<file path="config.mk">
export PLATFORM = sky130hd
export DESIGN_NAME = tc_ctrl
export DESIGN_NICKNAME = d
export VERILOG_FILES = /design/src/tc_pkg.sv /design/src/tc_mem.sv /design/src/tc_ctrl.sv
export SDC_FILE = /design/constraint.sdc
export NUM_CORES = 1
export LEC_CHECK = 0
export BUFFER_PORTS_ARGS = -buffer_cell sky130_fd_sc_hd__buf_2
export CORE_UTILIZATION = 58
export DETAILED_ROUTE_END_ITERATION = 6
export PLACE_DENSITY = 0.73
export SLEW_MARGIN = 5
export SYNTH_ARGS = -nofsm -noshare
export SYNTH_HDL_FRONTEND = slang
export SYNTH_SLANG_ARGS = --single-unit
</file>
<file path="constraint.sdc">
create_clock -name hclk -period 8.08 [get_ports hclk]
set_input_delay 1.616 -clock hclk [delete_from_list [all_inputs] [get_ports hclk]]
set_output_delay 1.616 -clock hclk [all_outputs]
set_load 0.005 [all_outputs]
</file>
<file path="src/tc_pkg.sv">
package tc_pkg;

  // ----------------------------------------------------------------------
  // Register offsets (byte addresses on the AHB-Lite bus).
  // ----------------------------------------------------------------------
  localparam logic [7:0] ADDR_STATUS = 8'h00;
  localparam logic [7:0] ADDR_CONFIG = 8'h04;
  localparam logic [7:0] ADDR_CMD = 8'h08;
  localparam logic [7:0] ADDR_FIFO = 8'h0C;
  localparam logic [7:0] ADDR_APER = 8'h10;
  localparam logic [7:0] ADDR_RES_X = 8'h20;
  localparam logic [7:0] ADDR_RES_Y = 8'h24;
  localparam logic [7:0] ADDR_RES_Z1 = 8'h28;
  localparam logic [7:0] ADDR_RES_Z2 = 8'h2C;

  // ----------------------------------------------------------------------
  // Field positions and reset values.
  // ----------------------------------------------------------------------
  localparam int CFG_AUTO_BIT = 0;
  localparam int CFG_EDGE_BIT = 1;
  localparam int CFG_GROUP_LSB = 2;
  localparam int CFG_PULSE_LSB = 8;
  localparam int CFG_CHECK_LSB = 16;
  localparam int CMD_KIND_LSB = 0;
  localparam int CMD_HOLD_BIT = 2;
  localparam int CMD_GROUP_LSB = 4;
  localparam int CMD_CLASS_LSB = 8;
  localparam int ST_IRQ_BIT = 0;
  localparam int ST_TOUCH_BIT = 1;
  localparam int ST_BUSY_BIT = 2;
  localparam int ST_STATE_LSB = 4;
  localparam int ST_FCNT_LSB = 8;
  localparam logic [31:0] CONFIG_RST = 32'h0008_0400;
  localparam logic [11:0] APER_RST = 12'h000;
  localparam logic [15:0] WORD_PENDING = 16'hFFFF;

  // ----------------------------------------------------------------------
  // Timing: all programmable durations count in microsecond ticks.
  // ----------------------------------------------------------------------
  localparam int CLK_PERIOD_NS = 20;
  localparam int TICK_NS = 1000;
  localparam int TICK_CYC = TICK_NS / CLK_PERIOD_NS;

  // ----------------------------------------------------------------------
  // Encodings.
  // ----------------------------------------------------------------------
  typedef enum logic [1:0] {CLS_PREP = 2'h0, CLS_MEASURE = 2'h1, CLS_GROUP = 2'h2} tc_class_e;
  typedef enum logic [1:0] {KIND_X = 2'h0, KIND_Y = 2'h1, KIND_Z1 = 2'h2, KIND_Z2 = 2'h3} tc_kind_e;
  typedef enum logic [1:0] {EVT_TOUCH = 2'h0, EVT_MID = 2'h1, EVT_RELEASE = 2'h2, EVT_BUSY = 2'h3} tc_event_e;
  typedef enum logic [2:0] {
    ST_WAIT = 3'h0,
    ST_CONV = 3'h1,
    ST_CHECK = 3'h3,
    ST_SLEEP = 3'h2,
    ST_PREP = 3'h6
  } tc_state_e;

  // ----------------------------------------------------------------------
  // Carriers.
  // ----------------------------------------------------------------------
  typedef struct packed {
    logic start;
    tc_kind_e kind;
  } tc_adc_req_s;

  typedef struct packed {
    logic done;
    logic [11:0] data;
  } tc_adc_rsp_s;

  typedef struct packed {
    logic on;
    tc_kind_e kind;
  } tc_panel_s;

  typedef struct packed {
    logic en;
    logic [3:0] addr;
    logic [15:0] data;
  } tc_mem_wr_s;

endpackage

</file>
<file path="src/tc_mem.sv">
`timescale 1ns/1ps
module tc_mem (
  // Clock and reset.
  input wire logic hclk,
  input wire logic hresetn,
  // Write port.
  input wire tc_pkg::tc_mem_wr_s wr,
  // Read port.
  input wire logic [3:0] raddr,
  output logic [15:0] rdata
);

  // ----------------------------------------------------------------------
  // Storage: words 0 to 3 are direct results, 8 to 15 the scan FIFO.
  // ----------------------------------------------------------------------
  logic [15:0] mem [16];

  always_ff @(posedge hclk) begin
    if (wr.en) begin
      mem[wr.addr] <= wr.data;
    end
  end

  always_ff @(posedge hclk or negedge hresetn) begin
    if (!hresetn) begin
      rdata <= 16'h0000;
    end else begin
      rdata <= mem[raddr];
    end
  end

endmodule

</file>
<file path="src/tc_ctrl.sv">
`timescale 1ns/1ps
// Operation
// auto scan logs each result, interrupts per entry
// host may read scan FIFO any time
// auto scan aperture suppresses nearby repeated positions
// direct accepts prep, measure, grouped; auto groups
// grouped runs X-Y, X-Y-Z1 or X-Y-Z1-Z2
// two interrupt schemes selected by configuration
// level mode waits, drives interrupt on touch
// level interrupt stays low during host operations
// after unheld measurement recheck touch, then tag
// level mode returns to waiting, line follows touch
// level tags: touch, unused, no touch, busy
// edge mode sleeps untimed while touch persists
// edge tags: initial, midpress, release then wait
// edge interrupt is a configured fixed pulse
// edge sleeps on 00/01, waits on 10
// no release tag means no new interrupts
// host keeps converting unheld until release seen
// host may poll status for pending interrupt
// result word: data, kind tag, event tag
// pending results read all ones until done
// held measurement keeps setup, interrupt untouched
module tc_ctrl (
  // Clock and reset.
  input wire logic hclk,
  input wire logic hresetn,
  // AHB-Lite slave.
  input wire logic hsel,
  input wire logic [7:0] haddr,
  input wire logic [1:0] htrans,
  input wire logic hwrite,
  input wire logic [2:0] hsize,
  input wire logic [31:0] hwdata,
  input wire logic hready,
  output logic [31:0] hrdata,
  output logic hreadyout,
  output logic hresp,
  // Panel, converter and interrupt.
  input wire logic touch_detect,
  input wire tc_pkg::tc_adc_rsp_s adc_rsp,
  output tc_pkg::tc_adc_req_s adc_req,
  output tc_pkg::tc_panel_s panel,
  output logic touch_irq_n
);

  // ----------------------------------------------------------------------
  // State.
  // ----------------------------------------------------------------------
  typedef struct packed {
    tc_pkg::tc_state_e state;
    logic irq_n;
    logic rdy;
    logic [31:0] rdata;
    logic dp_valid;
    logic dp_write;
    logic [7:0] dp_addr;
    logic [31:0] cfg;
    logic [11:0] aper;
    logic touch_s1;
    logic touch_s2;
    logic touch_prev;
    logic [7:0] pulse_cnt;
    logic [5:0] tick_cnt;
    logic [7:0] chk_cnt;
    tc_pkg::tc_kind_e seq_kind;
    tc_pkg::tc_kind_e seq_last;
    logic hold;
    logic initial_touch;
    logic [3:0] pend;
    logic [7:0] evt;
    logic irq_pend;
    logic [2:0] wptr;
    logic [2:0] rptr;
    logic [3:0] fcnt;
    logic [11:0] last_x;
    logic [11:0] last_y;
    tc_pkg::tc_adc_req_s adc;
    tc_pkg::tc_panel_s pnl;
  } tc_ctrl_s;

  tc_ctrl_s st_r;
  tc_ctrl_s st_nxt;
  tc_pkg::tc_mem_wr_s mem_wr;
  logic [3:0] mem_raddr;
  logic [15:0] mem_rdata;

  tc_mem u_mem (
    .hclk(hclk),
    .hresetn(hresetn),
    .wr(mem_wr),
    .raddr(mem_raddr),
    .rdata(mem_rdata)
  );

  // ----------------------------------------------------------------------
  // Helpers.
  // ----------------------------------------------------------------------
  function automatic logic near(input logic [11:0] a, input logic [11:0] b, input logic [11:0] ap);
    logic [11:0] d;
    d = (a > b) ? a - b : b - a;
    return d < ap;
  endfunction

  function automatic logic [3:0] kinds_upto(input tc_pkg::tc_kind_e last);
    logic [3:0] m;
    m = 4'h0;
    for (int i = 0; i < 4; i++) begin
      m[i] = (2'(i) <= last);
    end
    return m;
  endfunction

  // ----------------------------------------------------------------------
  // Next-state logic.
  // ----------------------------------------------------------------------
  logic addr_ph;
  logic tick;
  logic auto_m;
  logic edge_m;
  logic touch;
  logic rise;
  logic cmd_wr;
  logic [1:0] slot;
  logic [1:0] ftag;
  logic log_ok;
  tc_pkg::tc_event_e fin_tag;

  assign addr_ph = hsel && htrans[1] && hready;
  assign mem_raddr = (haddr == tc_pkg::ADDR_FIFO) ? {1'b1, st_r.rptr} : {2'b00, haddr[3:2]};

  always_comb begin
    st_nxt = st_r;
    mem_wr = '0;
    auto_m = st_r.cfg[tc_pkg::CFG_AUTO_BIT];
    edge_m = st_r.cfg[tc_pkg::CFG_EDGE_BIT];
    touch = st_r.touch_s2;
    rise = touch && !st_r.touch_prev;
    tick = (st_r.tick_cnt == 6'(tc_pkg::TICK_CYC - 1));
    slot = st_r.seq_kind;
    ftag = 2'(tc_pkg::EVT_TOUCH);
    log_ok = 1'b0;
    fin_tag = tc_pkg::EVT_RELEASE;
    st_nxt.touch_s1 = touch_detect;
    st_nxt.touch_s2 = st_r.touch_s1;
    st_nxt.touch_prev = touch;
    st_nxt.tick_cnt = tick ? 6'h00 : st_r.tick_cnt + 6'h01;
    st_nxt.adc.start = 1'b0;
    st_nxt.rdy = 1'b1;
    if (tick && st_r.pulse_cnt != 8'h00) begin
      st_nxt.pulse_cnt = st_r.pulse_cnt - 8'h01;
    end
    // Bus address phase; reads take one wait state for the registered memory.
    if (addr_ph) begin
      st_nxt.dp_valid = 1'b1;
      st_nxt.dp_write = hwrite;
      st_nxt.dp_addr = haddr;
      st_nxt.rdy = hwrite;
    end else if (st_r.rdy) begin
      st_nxt.dp_valid = 1'b0;
    end
    cmd_wr = st_r.dp_valid && st_r.dp_write && st_r.rdy && st_r.dp_addr == tc_pkg::ADDR_CMD;
    if (st_r.dp_valid && st_r.dp_write && st_r.rdy) begin
      case (st_r.dp_addr)
        tc_pkg::ADDR_CONFIG: st_nxt.cfg = hwdata;
        tc_pkg::ADDR_APER: st_nxt.aper = hwdata[11:0];
        default: st_nxt.cfg = st_nxt.cfg;
      endcase
    end
    if (st_r.dp_valid && !st_r.dp_write && !st_r.rdy) begin
      st_nxt.rdata = 32'h0000_0000;
      case (st_r.dp_addr)
        tc_pkg::ADDR_STATUS: begin
          st_nxt.rdata[tc_pkg::ST_IRQ_BIT] = st_r.irq_pend;
          st_nxt.rdata[tc_pkg::ST_TOUCH_BIT] = touch;
          st_nxt.rdata[tc_pkg::ST_BUSY_BIT] = (st_r.state == tc_pkg::ST_CONV || st_r.state == tc_pkg::ST_CHECK);
          st_nxt.rdata[tc_pkg::ST_STATE_LSB +: 3] = st_r.state;
          st_nxt.rdata[tc_pkg::ST_FCNT_LSB +: 4] = st_r.fcnt;
          st_nxt.irq_pend = 1'b0;
        end
        tc_pkg::ADDR_CONFIG: st_nxt.rdata = st_r.cfg;
        tc_pkg::ADDR_APER: st_nxt.rdata[11:0] = st_r.aper;
        tc_pkg::ADDR_FIFO: begin
          if (st_r.fcnt != 4'h0) begin
            st_nxt.rdata[15:0] = mem_rdata;
            st_nxt.rptr = st_r.rptr + 3'h1;
            st_nxt.fcnt = st_r.fcnt - 4'h1;
          end else begin
            st_nxt.rdata[15:0] = tc_pkg::WORD_PENDING;
          end
        end
        tc_pkg::ADDR_RES_X, tc_pkg::ADDR_RES_Y, tc_pkg::ADDR_RES_Z1, tc_pkg::ADDR_RES_Z2: begin
          if (st_r.pend[st_r.dp_addr[3:2]]) begin
            st_nxt.rdata[15:0] = tc_pkg::WORD_PENDING;
          end else begin
            st_nxt.rdata[15:0] = {mem_rdata[15:2], st_r.evt[2 * st_r.dp_addr[3:2] +: 2]};
          end
        end
        default: st_nxt.rdata = 32'h0000_0000;
      endcase
    end
    // Interrupt line and sticky pending flag; a new event beats the status read clear.
    if (edge_m || auto_m) begin
      if (st_r.state == tc_pkg::ST_WAIT && rise && !auto_m) begin
        st_nxt.pulse_cnt = st_r.cfg[tc_pkg::CFG_PULSE_LSB +: 8];
        st_nxt.initial_touch = 1'b1;
        st_nxt.irq_pend = 1'b1;
      end
      st_nxt.irq_n = (st_r.pulse_cnt == 8'h00);
    end else if (st_r.state == tc_pkg::ST_WAIT) begin
      st_nxt.irq_n = !touch;
      if (rise) begin
        st_nxt.irq_pend = 1'b1;
      end
    end
    // Sequencer.
    case (st_r.state)
      tc_pkg::ST_WAIT, tc_pkg::ST_SLEEP, tc_pkg::ST_PREP: begin
        if (auto_m && st_r.state == tc_pkg::ST_WAIT && touch) begin
          st_nxt.seq_kind = tc_pkg::KIND_X;
          st_nxt.seq_last = tc_pkg::tc_kind_e'(st_r.cfg[tc_pkg::CFG_GROUP_LSB +: 2] + 2'h1);
          st_nxt.hold = 1'b0;
          st_nxt.initial_touch = st_r.initial_touch || rise;
          st_nxt.adc.start = 1'b1;
          st_nxt.adc.kind = tc_pkg::KIND_X;
          st_nxt.pnl.on = 1'b1;
          st_nxt.pnl.kind = tc_pkg::KIND_X;
          st_nxt.state = tc_pkg::ST_CONV;
        end else if (cmd_wr && !auto_m) begin
          case (tc_pkg::tc_class_e'(hwdata[tc_pkg::CMD_CLASS_LSB +: 2]))
            tc_pkg::CLS_PREP: begin
              st_nxt.pnl.on = 1'b1;
              st_nxt.pnl.kind = tc_pkg::tc_kind_e'(hwdata[tc_pkg::CMD_KIND_LSB +: 2]);
              st_nxt.state = tc_pkg::ST_PREP;
            end
            tc_pkg::CLS_MEASURE: begin
              st_nxt.seq_kind = tc_pkg::tc_kind_e'(hwdata[tc_pkg::CMD_KIND_LSB +: 2]);
              st_nxt.seq_last = tc_pkg::tc_kind_e'(hwdata[tc_pkg::CMD_KIND_LSB +: 2]);
              st_nxt.hold = hwdata[tc_pkg::CMD_HOLD_BIT];
              st_nxt.pend[hwdata[tc_pkg::CMD_KIND_LSB +: 2]] = 1'b1;
              st_nxt.adc.start = 1'b1;
              st_nxt.adc.kind = tc_pkg::tc_kind_e'(hwdata[tc_pkg::CMD_KIND_LSB +: 2]);
              st_nxt.pnl.on = 1'b1;
              st_nxt.pnl.kind = tc_pkg::tc_kind_e'(hwdata[tc_pkg::CMD_KIND_LSB +: 2]);
              st_nxt.state = tc_pkg::ST_CONV;
            end
            tc_pkg::CLS_GROUP: begin
              st_nxt.seq_kind = tc_pkg::KIND_X;
              st_nxt.seq_last = tc_pkg::tc_kind_e'(hwdata[tc_pkg::CMD_GROUP_LSB +: 2] + 2'h1);
              st_nxt.hold = 1'b0;
              st_nxt.pend = st_r.pend | kinds_upto(tc_pkg::tc_kind_e'(hwdata[tc_pkg::CMD_GROUP_LSB +: 2] + 2'h1));
              st_nxt.adc.start = 1'b1;
              st_nxt.adc.kind = tc_pkg::KIND_X;
              st_nxt.pnl.on = 1'b1;
              st_nxt.pnl.kind = tc_pkg::KIND_X;
              st_nxt.state = tc_pkg::ST_CONV;
            end
            default: st_nxt.state = st_r.state;
          endcase
        end
      end
      tc_pkg::ST_CONV: begin
        if (adc_rsp.done) begin
          if (auto_m) begin
            ftag = st_r.initial_touch ? 2'(tc_pkg::EVT_TOUCH) : 2'(tc_pkg::EVT_MID);
            log_ok = st_r.fcnt != 4'h8;
            if (!st_r.initial_touch && st_r.seq_kind == tc_pkg::KIND_X) begin
              log_ok = log_ok && !near(adc_rsp.data, st_r.last_x, st_r.aper);
            end
            if (!st_r.initial_touch && st_r.seq_kind == tc_pkg::KIND_Y) begin
              log_ok = log_ok && !near(adc_rsp.data, st_r.last_y, st_r.aper);
            end
            if (log_ok) begin
              mem_wr.en = 1'b1;
              mem_wr.addr = {1'b1, st_r.wptr};
              mem_wr.data = {adc_rsp.data, st_r.seq_kind, ftag};
              st_nxt.wptr = st_r.wptr + 3'h1;
              st_nxt.fcnt = st_nxt.fcnt + 4'h1;
              st_nxt.pulse_cnt = st_r.cfg[tc_pkg::CFG_PULSE_LSB +: 8];
              st_nxt.irq_pend = 1'b1;
              if (st_r.seq_kind == tc_pkg::KIND_X) begin
                st_nxt.last_x = adc_rsp.data;
              end
              if (st_r.seq_kind == tc_pkg::KIND_Y) begin
                st_nxt.last_y = adc_rsp.data;
              end
            end
          end else begin
            mem_wr.en = 1'b1;
            mem_wr.addr = {2'b00, slot};
            mem_wr.data = {adc_rsp.data, st_r.seq_kind, 2'(tc_pkg::EVT_TOUCH)};
          end
          if (st_r.seq_kind != st_r.seq_last) begin
            st_nxt.seq_kind = tc_pkg::tc_kind_e'(st_r.seq_kind + 2'h1);
            st_nxt.adc.start = 1'b1;
            st_nxt.adc.kind = tc_pkg::tc_kind_e'(st_r.seq_kind + 2'h1);
            st_nxt.pnl.kind = tc_pkg::tc_kind_e'(st_r.seq_kind + 2'h1);
          end else if (st_r.hold) begin
            st_nxt.pend[slot] = 1'b0;
            st_nxt.evt[2 * slot +: 2] = 2'(tc_pkg::EVT_TOUCH);
            st_nxt.state = tc_pkg::ST_PREP;
          end else begin
            st_nxt.pnl.on = 1'b0;
            st_nxt.chk_cnt = st_r.cfg[tc_pkg::CFG_CHECK_LSB +: 8];
            st_nxt.state = tc_pkg::ST_CHECK;
          end
        end
      end
      tc_pkg::ST_CHECK: begin
        if (tick && st_r.chk_cnt != 8'h00) begin
          st_nxt.chk_cnt = st_r.chk_cnt - 8'h01;
        end else if (st_r.chk_cnt == 8'h00) begin
          if (touch) begin
            fin_tag = (edge_m && !st_r.initial_touch) ? tc_pkg::EVT_MID : tc_pkg::EVT_TOUCH;
          end
          for (int i = 0; i < 4; i++) begin
            if (st_r.pend[i]) begin
              st_nxt.evt[2 * i +: 2] = fin_tag;
            end
          end
          st_nxt.pend = 4'h0;
          st_nxt.initial_touch = 1'b0;
          if (edge_m && !auto_m && touch) begin
            st_nxt.state = tc_pkg::ST_SLEEP;
          end else begin
            st_nxt.state = tc_pkg::ST_WAIT;
          end
        end
      end
      default: st_nxt.state = tc_pkg::ST_WAIT;
    endcase
  end

  // ----------------------------------------------------------------------
  // Registers and outputs.
  // ----------------------------------------------------------------------
  always_ff @(posedge hclk or negedge hresetn) begin
    if (!hresetn) begin
      st_r <= '0;
      st_r.state <= tc_pkg::ST_WAIT;
      st_r.irq_n <= 1'b1;
      st_r.rdy <= 1'b1;
      st_r.cfg <= tc_pkg::CONFIG_RST;
      st_r.aper <= tc_pkg::APER_RST;
    end else begin
      st_r <= st_nxt;
    end
  end

  assign hrdata = st_r.rdata;
  assign hreadyout = st_r.rdy;
  assign hresp = 1'b0;
  assign adc_req = st_r.adc;
  assign panel = st_r.pnl;
  assign touch_irq_n = st_r.irq_n;

endmodule

</file>
# == Word-level counts from Yosys, hierarchy flattened ==
# Memories as Yosys holds them, arrays and structs flattened. A register that Yosys moved wholly into a read port is not among the register bits.
# Index checks and enable logic that the tools add are counted.
# totals
romBits,0
latchBits,0
reg_bits,175
n_memories,1
ram_bits,256
# memory_table
name,depth,word_bits,rd,rd_clocked_by_memory_dff,write_ports,line,text
u_mem.mem,16,16,1,1,1,tc_mem.sv:16,logic [15:0] mem [16];
# op_classes
magnitude_cmp,13
n_eq_ne,38
bitwise,4
n_mul,0
add_sub_neg,15
div_mod_pow,0
mux,113
reduce_logical,73
shift,3
# ops
op,n
$mux W21,4
$mux W28,3
$mux W8,10
$mux W12,6
$mux W16,4
$sub A12 B12 Y12,4
$mux W4,9
$mux W34,1
$neg A3 Y34,1
$shift A2 B34 Y8 const A,1
$shiftx A2 B34 Y8 const A,1
$eq A8 B6 Y1 const B,4
$pmux W8 S2,2
$mux W1,31
$pmux W3 S5,2
$reduce_and A7 Y1,4
$mux W13,2
$reduce_and A5 Y1,5
$eq A8 B4 Y1 const B,3
$gt A12 B12 Y1,2
$logic_and A1 B1 Y1,24
$logic_not A8 Y1,3
$lt A12 B12 Y1,2
$mux W3,8
other kinds (63),123

# == Depth between registers and ports, before layout ==
# Gate-level depths: netlist of the first run.
# logic_depth
ltp_word,20
depth_mapped,24
depth_no_buf,21

# == Modules after synthesis ==
# Synthesis of the first run repeated with hierarchy kept, for this count alone.
# hier_totals
hier_cells,1637
area_unflattened_um2,21533.2
# modules_own_cells
module,seq_area_each_um2,n_inst,cells_per_inst,area_each_um2
tc_ctrl,4384.2,1,1205,11409.7
tc_mem,8087.8,1,432,10123.5

# == Worst setup path before layout of the first run ==
# No wires, ideal clock.
# synth_path
path_kind,input to register
start,in adc_rsp[10] in the netlist's numbering
end,"mem u_mem.mem[11][0], enable pin"
slack_ns,0.306
path_stages,22
arrival_time_ns,7.348
setup_time_ns,0.426
required_ns,7.654
path_cell_list,inv_1 > ha_1 > buf_2 > and3_4 > nand4_4 > or4_1 > buf_2 > o21ai_2 > mux2_2 > a221o_1 > a211oi_1 > xnor2_1 > ha_1 > a21oi_1 > nor2b_1 > o21ai_0 > nand3_1 > nor2_1 > or4_1 > buf_2 > buf_1 > nor4_1
# synth_between
elab_chain_cells,20
word_cells_on_any_way,28
# synth_lines
element,line,text
"start, declared",tc_ctrl.sv:41,"input wire tc_pkg::tc_adc_rsp_s adc_rsp,"
$sub A12 B12 Y12 or $gt A12 B12 Y1 (tied branches),tc_ctrl.sv:101,d = (a > b) ? a - b : b - a;
$mux W12,tc_ctrl.sv:101,
$lt A12 B12 Y1,tc_ctrl.sv:102,return d < ap;
$logic_not A1 Y1,tc_ctrl.sv:268,"log_ok = log_ok && !near(adc_rsp.data, st_r.last_x, st_r.aper);"
$logic_and A1 B1 Y1,tc_ctrl.sv:268,
$mux W1,tc_ctrl.sv:267,if (!st_r.initial_touch && st_r.seq_kind == tc_pkg::KIND_X) begin
$mux W1,tc_ctrl.sv:264,if (auto_m) begin
$mux W1,tc_ctrl.sv:263,if (adc_rsp.done) begin
[... 4 more ...],-,
$mux W1 *,tc_ctrl.sv:263,
$mux W1 *,tc_ctrl.sv:217,case (st_r.state)
$mux W21 *,tc_ctrl.sv:273,if (log_ok) begin
$mux W21 *,tc_ctrl.sv:264,
$mux W21 *,tc_ctrl.sv:263,
$mux W21 *,tc_ctrl.sv:217,
$mux W1,tc_mem.sv:19,if (wr.en) begin
$mux W1 (not written as such),tc_mem.sv:20,mem[wr.addr] <= wr.data;
"end, declared",tc_mem.sv:16,
# Every way passes the cells marked *; elsewhere a longest branch is shown, timed or not. The select of a mux whose other input is x is not followed.

# == Worst setup path in the final report of the first run ==
# layout_path
start,in adc_rsp[10] in the netlist's numbering
end,"mem u_mem.mem[13][12], enable pin"
# Same word-level chain as after synthesis.

==> results of run 1 <==
## cells in the final DEF (no fill, tap or decap), types with 5 or more instances in the layout
| cell type | Yosys | final |
|---|---|---|
| mux2i_1 | 25 | 25 |
| ha_1 | 87 | 87 |
| clkbuf_8 | 0 | 5 |
| inv_1 | 84 | 84 |
| o21a_1 | 6 | 6 |
| nor4_1 | 12 | 6 |
| mux2_2 | 67 | 67 |
| nand4_1 | 10 | 10 |
| a22o_1 | 7 | 7 |
| xnor2_1 | 24 | 24 |
| mux4_2 | 48 | 48 |
| nor2_1 | 95 | 93 |
| nor4_2 | 0 | 6 |
| xor2_1 | 16 | 16 |
| buf_2 | 14 | 98 |
| edfxtp_1 | 180 | 180 |
| a31oi_1 | 19 | 19 |
| clkbuf_1 | 49 | 10 |
| o31ai_1 | 5 | 5 |
| buf_4 | 39 | 26 |
| nand2b_1 | 10 | 10 |
| o211ai_1 | 5 | 5 |
| a21oi_1 | 72 | 72 |
| or2_2 | 9 | 9 |
| nand3_1 | 39 | 39 |
| and2_1 | 17 | 17 |
| a21o_1 | 19 | 19 |
| o21ai_0 | 141 | 141 |
| a211oi_1 | 11 | 11 |
| nor2b_1 | 11 | 11 |
| clkbuf_16 | 0 | 41 |
| dfrtp_1 | 186 | 186 |
| nor3_1 | 20 | 17 |
| and3_1 | 9 | 9 |
| nand2_1 | 114 | 114 |
## power by group through the flow
stage	logic [mW]	registers, mW	clock network, mW
final	0.489	2.11	1.82
after global routing	0.543	2.12	1.93
after CTS	0.489	2.11	1.85
after detailed placement	0.486	2.15	0
after global placement	0.474	2.14	0
after floorplan	0.360	2.11	0
## layout make-up
| class | count | area [µm²] | share of cell area [%] |
|---|---|---|---|
| clock buffers | 55 | 1119 | 5.445 |
| clock inverters | 16 | 195.2 | 0.9501 |
| inverters | 84 | 315.3 | 1.535 |
| multi-input cells | 978 | 7548 | 36.74 |
| flip-flops and latches | 370 | 10160 | 49.48 |
| well taps | 402 | 503.0 | 2.448 |
| repair buffers | 125 | 699.4 | 3.404 |
## routing by layer
| layer | wire length, µm | track usage [%] | vias to the layer above | share of wire, % |
|---|---|---|---|---|
| li1 | - | - | 5699 | - |
| met1 | 18370 | 37.50 | 6156 | 44 |
| met2 | 20050 | 42.91 | 401 | 48 |
| met3 | 2462 | 4.345 | 79 | 5.8 |
| met4 | 1302 | 9.299 | 2 | 3.1 |
| met5 | 13 | 0 | - | 0.031 |
## critical path: stages
cell and delay [ps]:
buf_2 130, inv_1 100, ha_1 460, and3_4 280, nand4_4 120, or4_1 700
o21ai_2 210, mux2_2 400, a221o_1 290, a211oi_1 380, xnor2_1 190, ha_1 330
a21oi_1 60, nor2b_1 90, o21ai_0 80, nand3_1 80, nor2_1 60, or4_1 490
buf_4 220, or2_2 340, nor3b_2 190, buf_4 290
## registers in the layout, summed over array words and instances (netlist names)
signal	cells
edge_m	1
u_mem.mem	180
slot	2
panel	3
touch	1
u_mem.rdata	15
touch_irq_n	1
st_nxt	1
st_r	129
hreadyout	1
auto_m	1
adc_req	3
hrdata	32
## synthesized netlist by cell type (5+ instances only)
cell	n	share of area, %
a211oi_1	11	0.45
a21o_1	19	0.77
a21oi_1	72	1.9
a22o_1	7	0.33
a31oi_1	19	0.64
and2_1	17	0.57
and3_1	9	0.30
buf_1	6	0.12
buf_2	14	0.38
buf_4	39	1.6
clkbuf_1	49	0.99
dfrtp_1	186	25
edfxtp_1	180	29
ha_1	87	5.9
inv_1	84	1.7
mux2_2	67	4.1
mux2i_1	25	1.4
mux4_2	48	5.8
nand2_1	114	2.3
nand2b_1	10	0.34
nand3_1	39	1.1
nand4_1	10	0.34
nor2_1	95	1.9
nor2b_1	11	0.37
nor3_1	20	0.54
nor3b_1	6	0.24
nor4_1	12	0.41
o211ai_1	5	0.20
o21a_1	6	0.24
o21ai_0	141	3.8
o31ai_1	5	0.20
or2_2	9	0.30
xnor2_1	24	1.1
xor2_1	16	0.76
## through the flow
step | hold slack (ps) | util, %
2_1_floorplan | 331.2 | -
3_3_place_gp | 344.0 | 61.10
3_5_place_dp | 337.1 | 61.10
4_1_cts | 355.6 | 65.28
5_1_grt | 371.0 | 65.28
6_report | 354.7 | 65.28
## how the worst max path moves through the flow
stage                             endpoint  depth (start not counted)  slack [ps]        start
2_1_floorplan   u_mem.mem[11][0]$_DFFE_PP_                         22         310  adc_rsp[10]
6_report       u_mem.mem[13][12]$_DFFE_PP_                         22        1130  adc_rsp[10]
3_3_place_gp   u_mem.mem[15][12]$_DFFE_PP_                         22         770  adc_rsp[10]
4_1_cts         u_mem.mem[13][9]$_DFFE_PP_                         22        1160  adc_rsp[10]
3_5_place_dp   u_mem.mem[13][12]$_DFFE_PP_                         22         610  adc_rsp[10]
5_1_grt        u_mem.mem[14][15]$_DFFE_PP_                         22         680  adc_rsp[10]
## kinds of logic (layout without fill, tap and decap cells)
| kind of cell | count (synthesis) | after routing | share of synthesized area [%] |
|---|---|---|---|
| and+or+nand+nor | 376 | 376 | 9.882 |
| muxes | 140 | 140 | 11.27 |
| DFF | 370 | 370 | 54.95 |
| xor gates and xnor gates | 40 | 40 | 1.894 |
| buffers and inverters | 193 | 280 | 4.843 |
| other | 1 | 1 | 0.02027 |
| adders and majority gates | 91 | 91 | 6.317 |
| AOI/OAI and AO/OA | 330 | 330 | 10.82 |
==> impl_metrics.csv, run 1 <==
group,metric,value,unit
synthesis,netlist_area,0.01850,mm²
detailed_routing,viasPerCell,6.077,
synthesis,synth.distinct_cells,77,
worst_setup_path,worstPathMaxFanout,15,
detailed_routing,wl,42.20,mm
layout,fillCellCount,2339,
power_and_ir_drop,fin_total_pwr,4.421,mW
detailed_routing,via_count,12337,
clock_tree,cts_buffer_depth,3,
timing,setup_viol,0,
run,maxCapViolations,0,
worst_setup_path,worstPathArrival,7160,ps
placement,place_congestion,0.8839,
synthesis,synth_edf_count,180,
synthesis,async_flop_share,51.35,%
synthesis,ys.flop_type,"dfrtp_1",
clock_tree,ctsHoldBuffers,0,
detailed_routing,wl_per_cell,20.79,µm
layout,final_cells,2030,
clock_tree,cts_resized,0,
floorplanning,rows,65,
synthesis,synth_warnings,0,
global_route,grt_pass1_wl,68.30,mm
timing,drv_slew,0,
placement,post-place-ws,609.8,ps
global_route,grt_pass1_vias,12429,
detailed_routing,firstDrtPassIters,5,
min_path,holdPathStages,0,
layout,area_growth,11.06,%
power_and_ir_drop,pwr-share-seq,47.8,%
power_and_ir_drop,vdd_drop_max,0.2132,mV
layout,stdcell_area,0.02054,mm²
timing,setup_tns,0,ps
placement,dp_cells,1959,
timing,finalCriticalPeriod,6950,ps
detailed_routing,ant_nets,0,
timing,fin_skew,12.57,ps
placement,hpwl,28.91,mm
synthesis,avgSynthCellArea,12.00,µm²
power_and_ir_drop,power_density,215.2,mW/mm²
floorplanning,start_util,58.78,%
placement,place_area,0.01923,mm²
timing,fin_ws,1130,ps
detailed_routing,drcViolationCount,0,
worst_setup_path,r2r_cells,20,
clock_tree,path_clk_slew,50,ps
power_and_ir_drop,p_leak,8.712,nW
worst_setup_path,startpoint_type,"input pin",
clock_tree,post_cts_buffers,0,
placement,io_buffers,99,
worst_setup_path,r2r-start,"st_r[16]$_DFFE_PN0P_",
layout,final_nets,1754,
floorplanning,die_x,180.6,µm
timing,rsz0062_at_grt,"no",
layout,antenna_cells,0,
synthesis,syn-instance-count,1541,
detailed_routing,drtIter0Drc,1060,
global_route,grt_antenna_before_repair,2,
power_and_ir_drop,sw_frac_of_total,24.48,%
clock_tree,worstSkewPairLatency,530,ps
floorplanning,die-area,0.03261,mm²
timing,fmax,143.9,MHz
worst_setup_path,rr_endpoint,"u_mem.mem[13][12]$_DFFE_PP_",
global_route,grt_overflow_total,0,
power_and_ir_drop,power_switching,1.082,mW
clock_tree,cts_tree,"yes",
clock_tree,cts_max_level,2,
power_and_ir_drop,pwr-share-comb,11.1,%
clock_tree,cts_root_buffer,"clkbuf_16",
layout,drive_above_1_share,20.82,%
floorplanning,pin_count,105,
worst_setup_path,worstPathRequired,8290,ps
timing,worst_pin_slew,1207,ps
floorplanning,fp.dieH,180.6,µm
power_and_ir_drop,p_int,3.339,mW
synthesis,synth.net_count,1696,
power_and_ir_drop,clockPowerShare,41.1,%
timing,period_share,86.01,%
synthesis,ys_seq_elements,370,
timing,slew_headroom,19.09,%
timing,final_hold_viol_count,0,
min_path,min_to,"touch$_DFF_PN0_",
worst_setup_path,crit_type,"in -> reg",
global_route,grt_max_degree,132,
worst_setup_path,cp-end-kind,"register",
floorplanning,coreArea,0.03147,mm²
synthesis,yosysSeqAreaShare,54.95,%
global_route,track_usage,26.84,%
clock_tree,clock_sinks,370,
clock_tree,numCtsBuffers,40,
min_path,hp-start,"st_nxt[82]$_DFF_PN0_",
worst_setup_path,r2r_slack,2070,ps
outcome,status,"completed",
min_path,min_path_type,"reg -> reg",
Note: power is estimated with default switching activity, not from simulation.
==> run 2, diff against run 1 <==
- clock period: 8.08 -> 6.9 ns (I/O delays scaled with it)
==> impl_metrics.csv, run 2 (synthesis gave the netlist of run 1 again) <==
group,metric,value,unit
outcome,status,"completed",
power_and_ir_drop,fin_total_pwr,5.022,mW
timing,fin_skew,10.48,ps
clock_tree,clock_sinks,370,
power_and_ir_drop,p_leak,8.780,nW
clock_tree,ctsHoldBuffers,0,
placement,io_buffers,99,
timing,drv_slew,0,
clock_tree,cts_max_level,2,
detailed_routing,wl_per_cell,20.54,µm
worst_setup_path,worstPathRequired,7130,ps
floorplanning,fp.dieH,180.6,µm
clock_tree,cts_resized,0,
clock_tree,path_clk_slew,60,ps
timing,fin_ws,700.4,ps
floorplanning,coreArea,0.03147,mm²
detailed_routing,via_count,12295,
worst_setup_path,startpoint_type,"input pin",
layout,final_cell_mix,"186 x dfrtp_1, 180 x edfxtp_1, 141 x o21ai_0",
floorplanning,start_util,58.78,%
detailed_routing,wl,41.97,mm
worst_setup_path,cp-end-kind,"register",
layout,area_growth,11.46,%
detailed_routing,ant_nets,0,
power_and_ir_drop,power_density,243.6,mW/mm²
floorplanning,pin_count,105,
clock_tree,cts_buffer_depth,3,
timing,fmax,161.3,MHz
placement,hpwl,28.60,mm
layout,drive_above_1_share,21.21,%
detailed_routing,firstDrtPassIters,6,
power_and_ir_drop,vdd_drop_max,0.1722,mV
worst_setup_path,cpPeakStageDelay,680,ps
placement,post-place-ws,238.6,ps
run,maxCapViolations,0,
detailed_routing,viasPerCell,6.018,
global_route,grt_pass1_wl,66.84,mm
layout,final_nets,1766,
timing,setup_viol,0,
global_route,grt_overflow_total,0,
floorplanning,rows,65,
timing,final_hold_viol_count,0,
clock_tree,post_cts_buffers,0,
worst_setup_path,worstPathArrival,6430,ps
global_route,grt_antenna_before_repair,1,
clock_tree,cts_root_buffer,"clkbuf_16",
detailed_routing,drtIter0Drc,853,
floorplanning,die-area,0.03261,mm²
layout,largest_reg_flops,180,
layout,antenna_cells,0,
worst_setup_path,worstPathMaxFanout,8,
timing,slew_headroom,19.28,%
global_route,track_usage,26.35,%
timing,finalCriticalPeriod,6200,ps
timing,worst_pin_slew,1194,ps
worst_setup_path,crit_type,"in -> reg",
worst_setup_path,crit_slowest_cell,"or4_1",
clock_tree,numCtsBuffers,40,
timing,rsz0062_at_grt,"no",
global_route,grt_pass1_vias,12181,
floorplanning,die_x,180.6,µm
layout,final_common_cell,"dfrtp_1",
layout,largest-register,"u_mem.mem",
clock_tree,cts_tree,"yes",
detailed_routing,drcViolationCount,0,
worst_setup_path,path_cells,"buf_2, inv_1, ha_1, and3_4, nand4_4, or4_1, o21ai_2, mux2_2, a221o_1, a211oi_1, xnor2_1, ha_1, a21oi_1, nor2b_1, o21ai_0, nand3_1, nor2_1, or4_1, or2_2, nor3b_2, buf_4",
placement,place_congestion,0.8953,
min_path,min_path_type,"reg -> reg",
timing,period_share,89.85,%
global_route,grt_max_degree,129,
clock_tree,worstSkewPairLatency,530,ps
## run 2: cell type report
cell class                      count  area, µm²
Tap cell                          402      503.0
Multi-Input combinational cell    978       7575
Clock inverter                     11      71.32
Inverter                           84      315.3
Timing Repair Buffer              137      839.6
Clock buffer                       61       1150
Sequential cell                   370      10160
Fill cell                        2333      10860
## run 2: metal layers
metal | routed length [µm] | vias up | global-route usage [%]
met5 | 0 | - | 0
met4 | 976 | 0 | 7.556
met3 | 2361 | 53 | 3.880
met2 | 20050 | 387 | 43.24
met1 | 18570 | 6136 | 36.74
li1 | - | 5719 | -
## run 2: metrics by stage
step	hold slack, ps	TNS, ps	instance area (µm²)	std cells	utilization (%)
2_1_floorplan	331.2	-14170	18530	1541	-
3_3_place_gp	345.1	0	19400	1971	61.63
3_5_place_dp	360.3	0	19400	1971	61.63
4_1_cts	371.3	0	20620	2043	65.51
5_1_grt	379.5	0	20620	2043	65.51
6_report	374.3	0	20620	2043	65.51
## run 2: path summary, 6_finish.rpt
kind,start,endpoint,slack (ps),depth (start not counted)
max in group asynchronous,hresetn,st_r[79]$_DFF_PN0_,4440,2
worst max register to register,st_r[15]$_DFFE_PN0P_,u_mem.mem[14][13]$_DFFE_PP_,1440,19
worst min-delay path,st_nxt[82]$_DFF_PN0_,touch$_DFF_PN0_,370,0
worst max-delay path,adc_rsp[9],u_mem.mem[14][13]$_DFFE_PP_,700,21
worst min register to register,st_nxt[82]$_DFF_PN0_,touch$_DFF_PN0_,370,0
min in group asynchronous,hresetn,panel[0]$_DFFE_PN0P_,1040,1
## run 2: where the power goes
part           internal (mW)  leakage, nW  switching (mW)
clock network           1.15        0.593           0.830
registers               2.38         4.25          0.0984
logic                  0.239         3.94           0.322
## run 2: worst max-delay path, delay by kind of cell
kind | cells | cell delay (ps)
adder cells (fa/ha/maj) | 2 | 650
multiplexers | 1 | 360
buffers and inverters | 3 | 490
AO/OA/AOI/OAI | 5 | 860
XOR/XNOR | 1 | 190
AND/OR/NAND/NOR | 9 | 2480
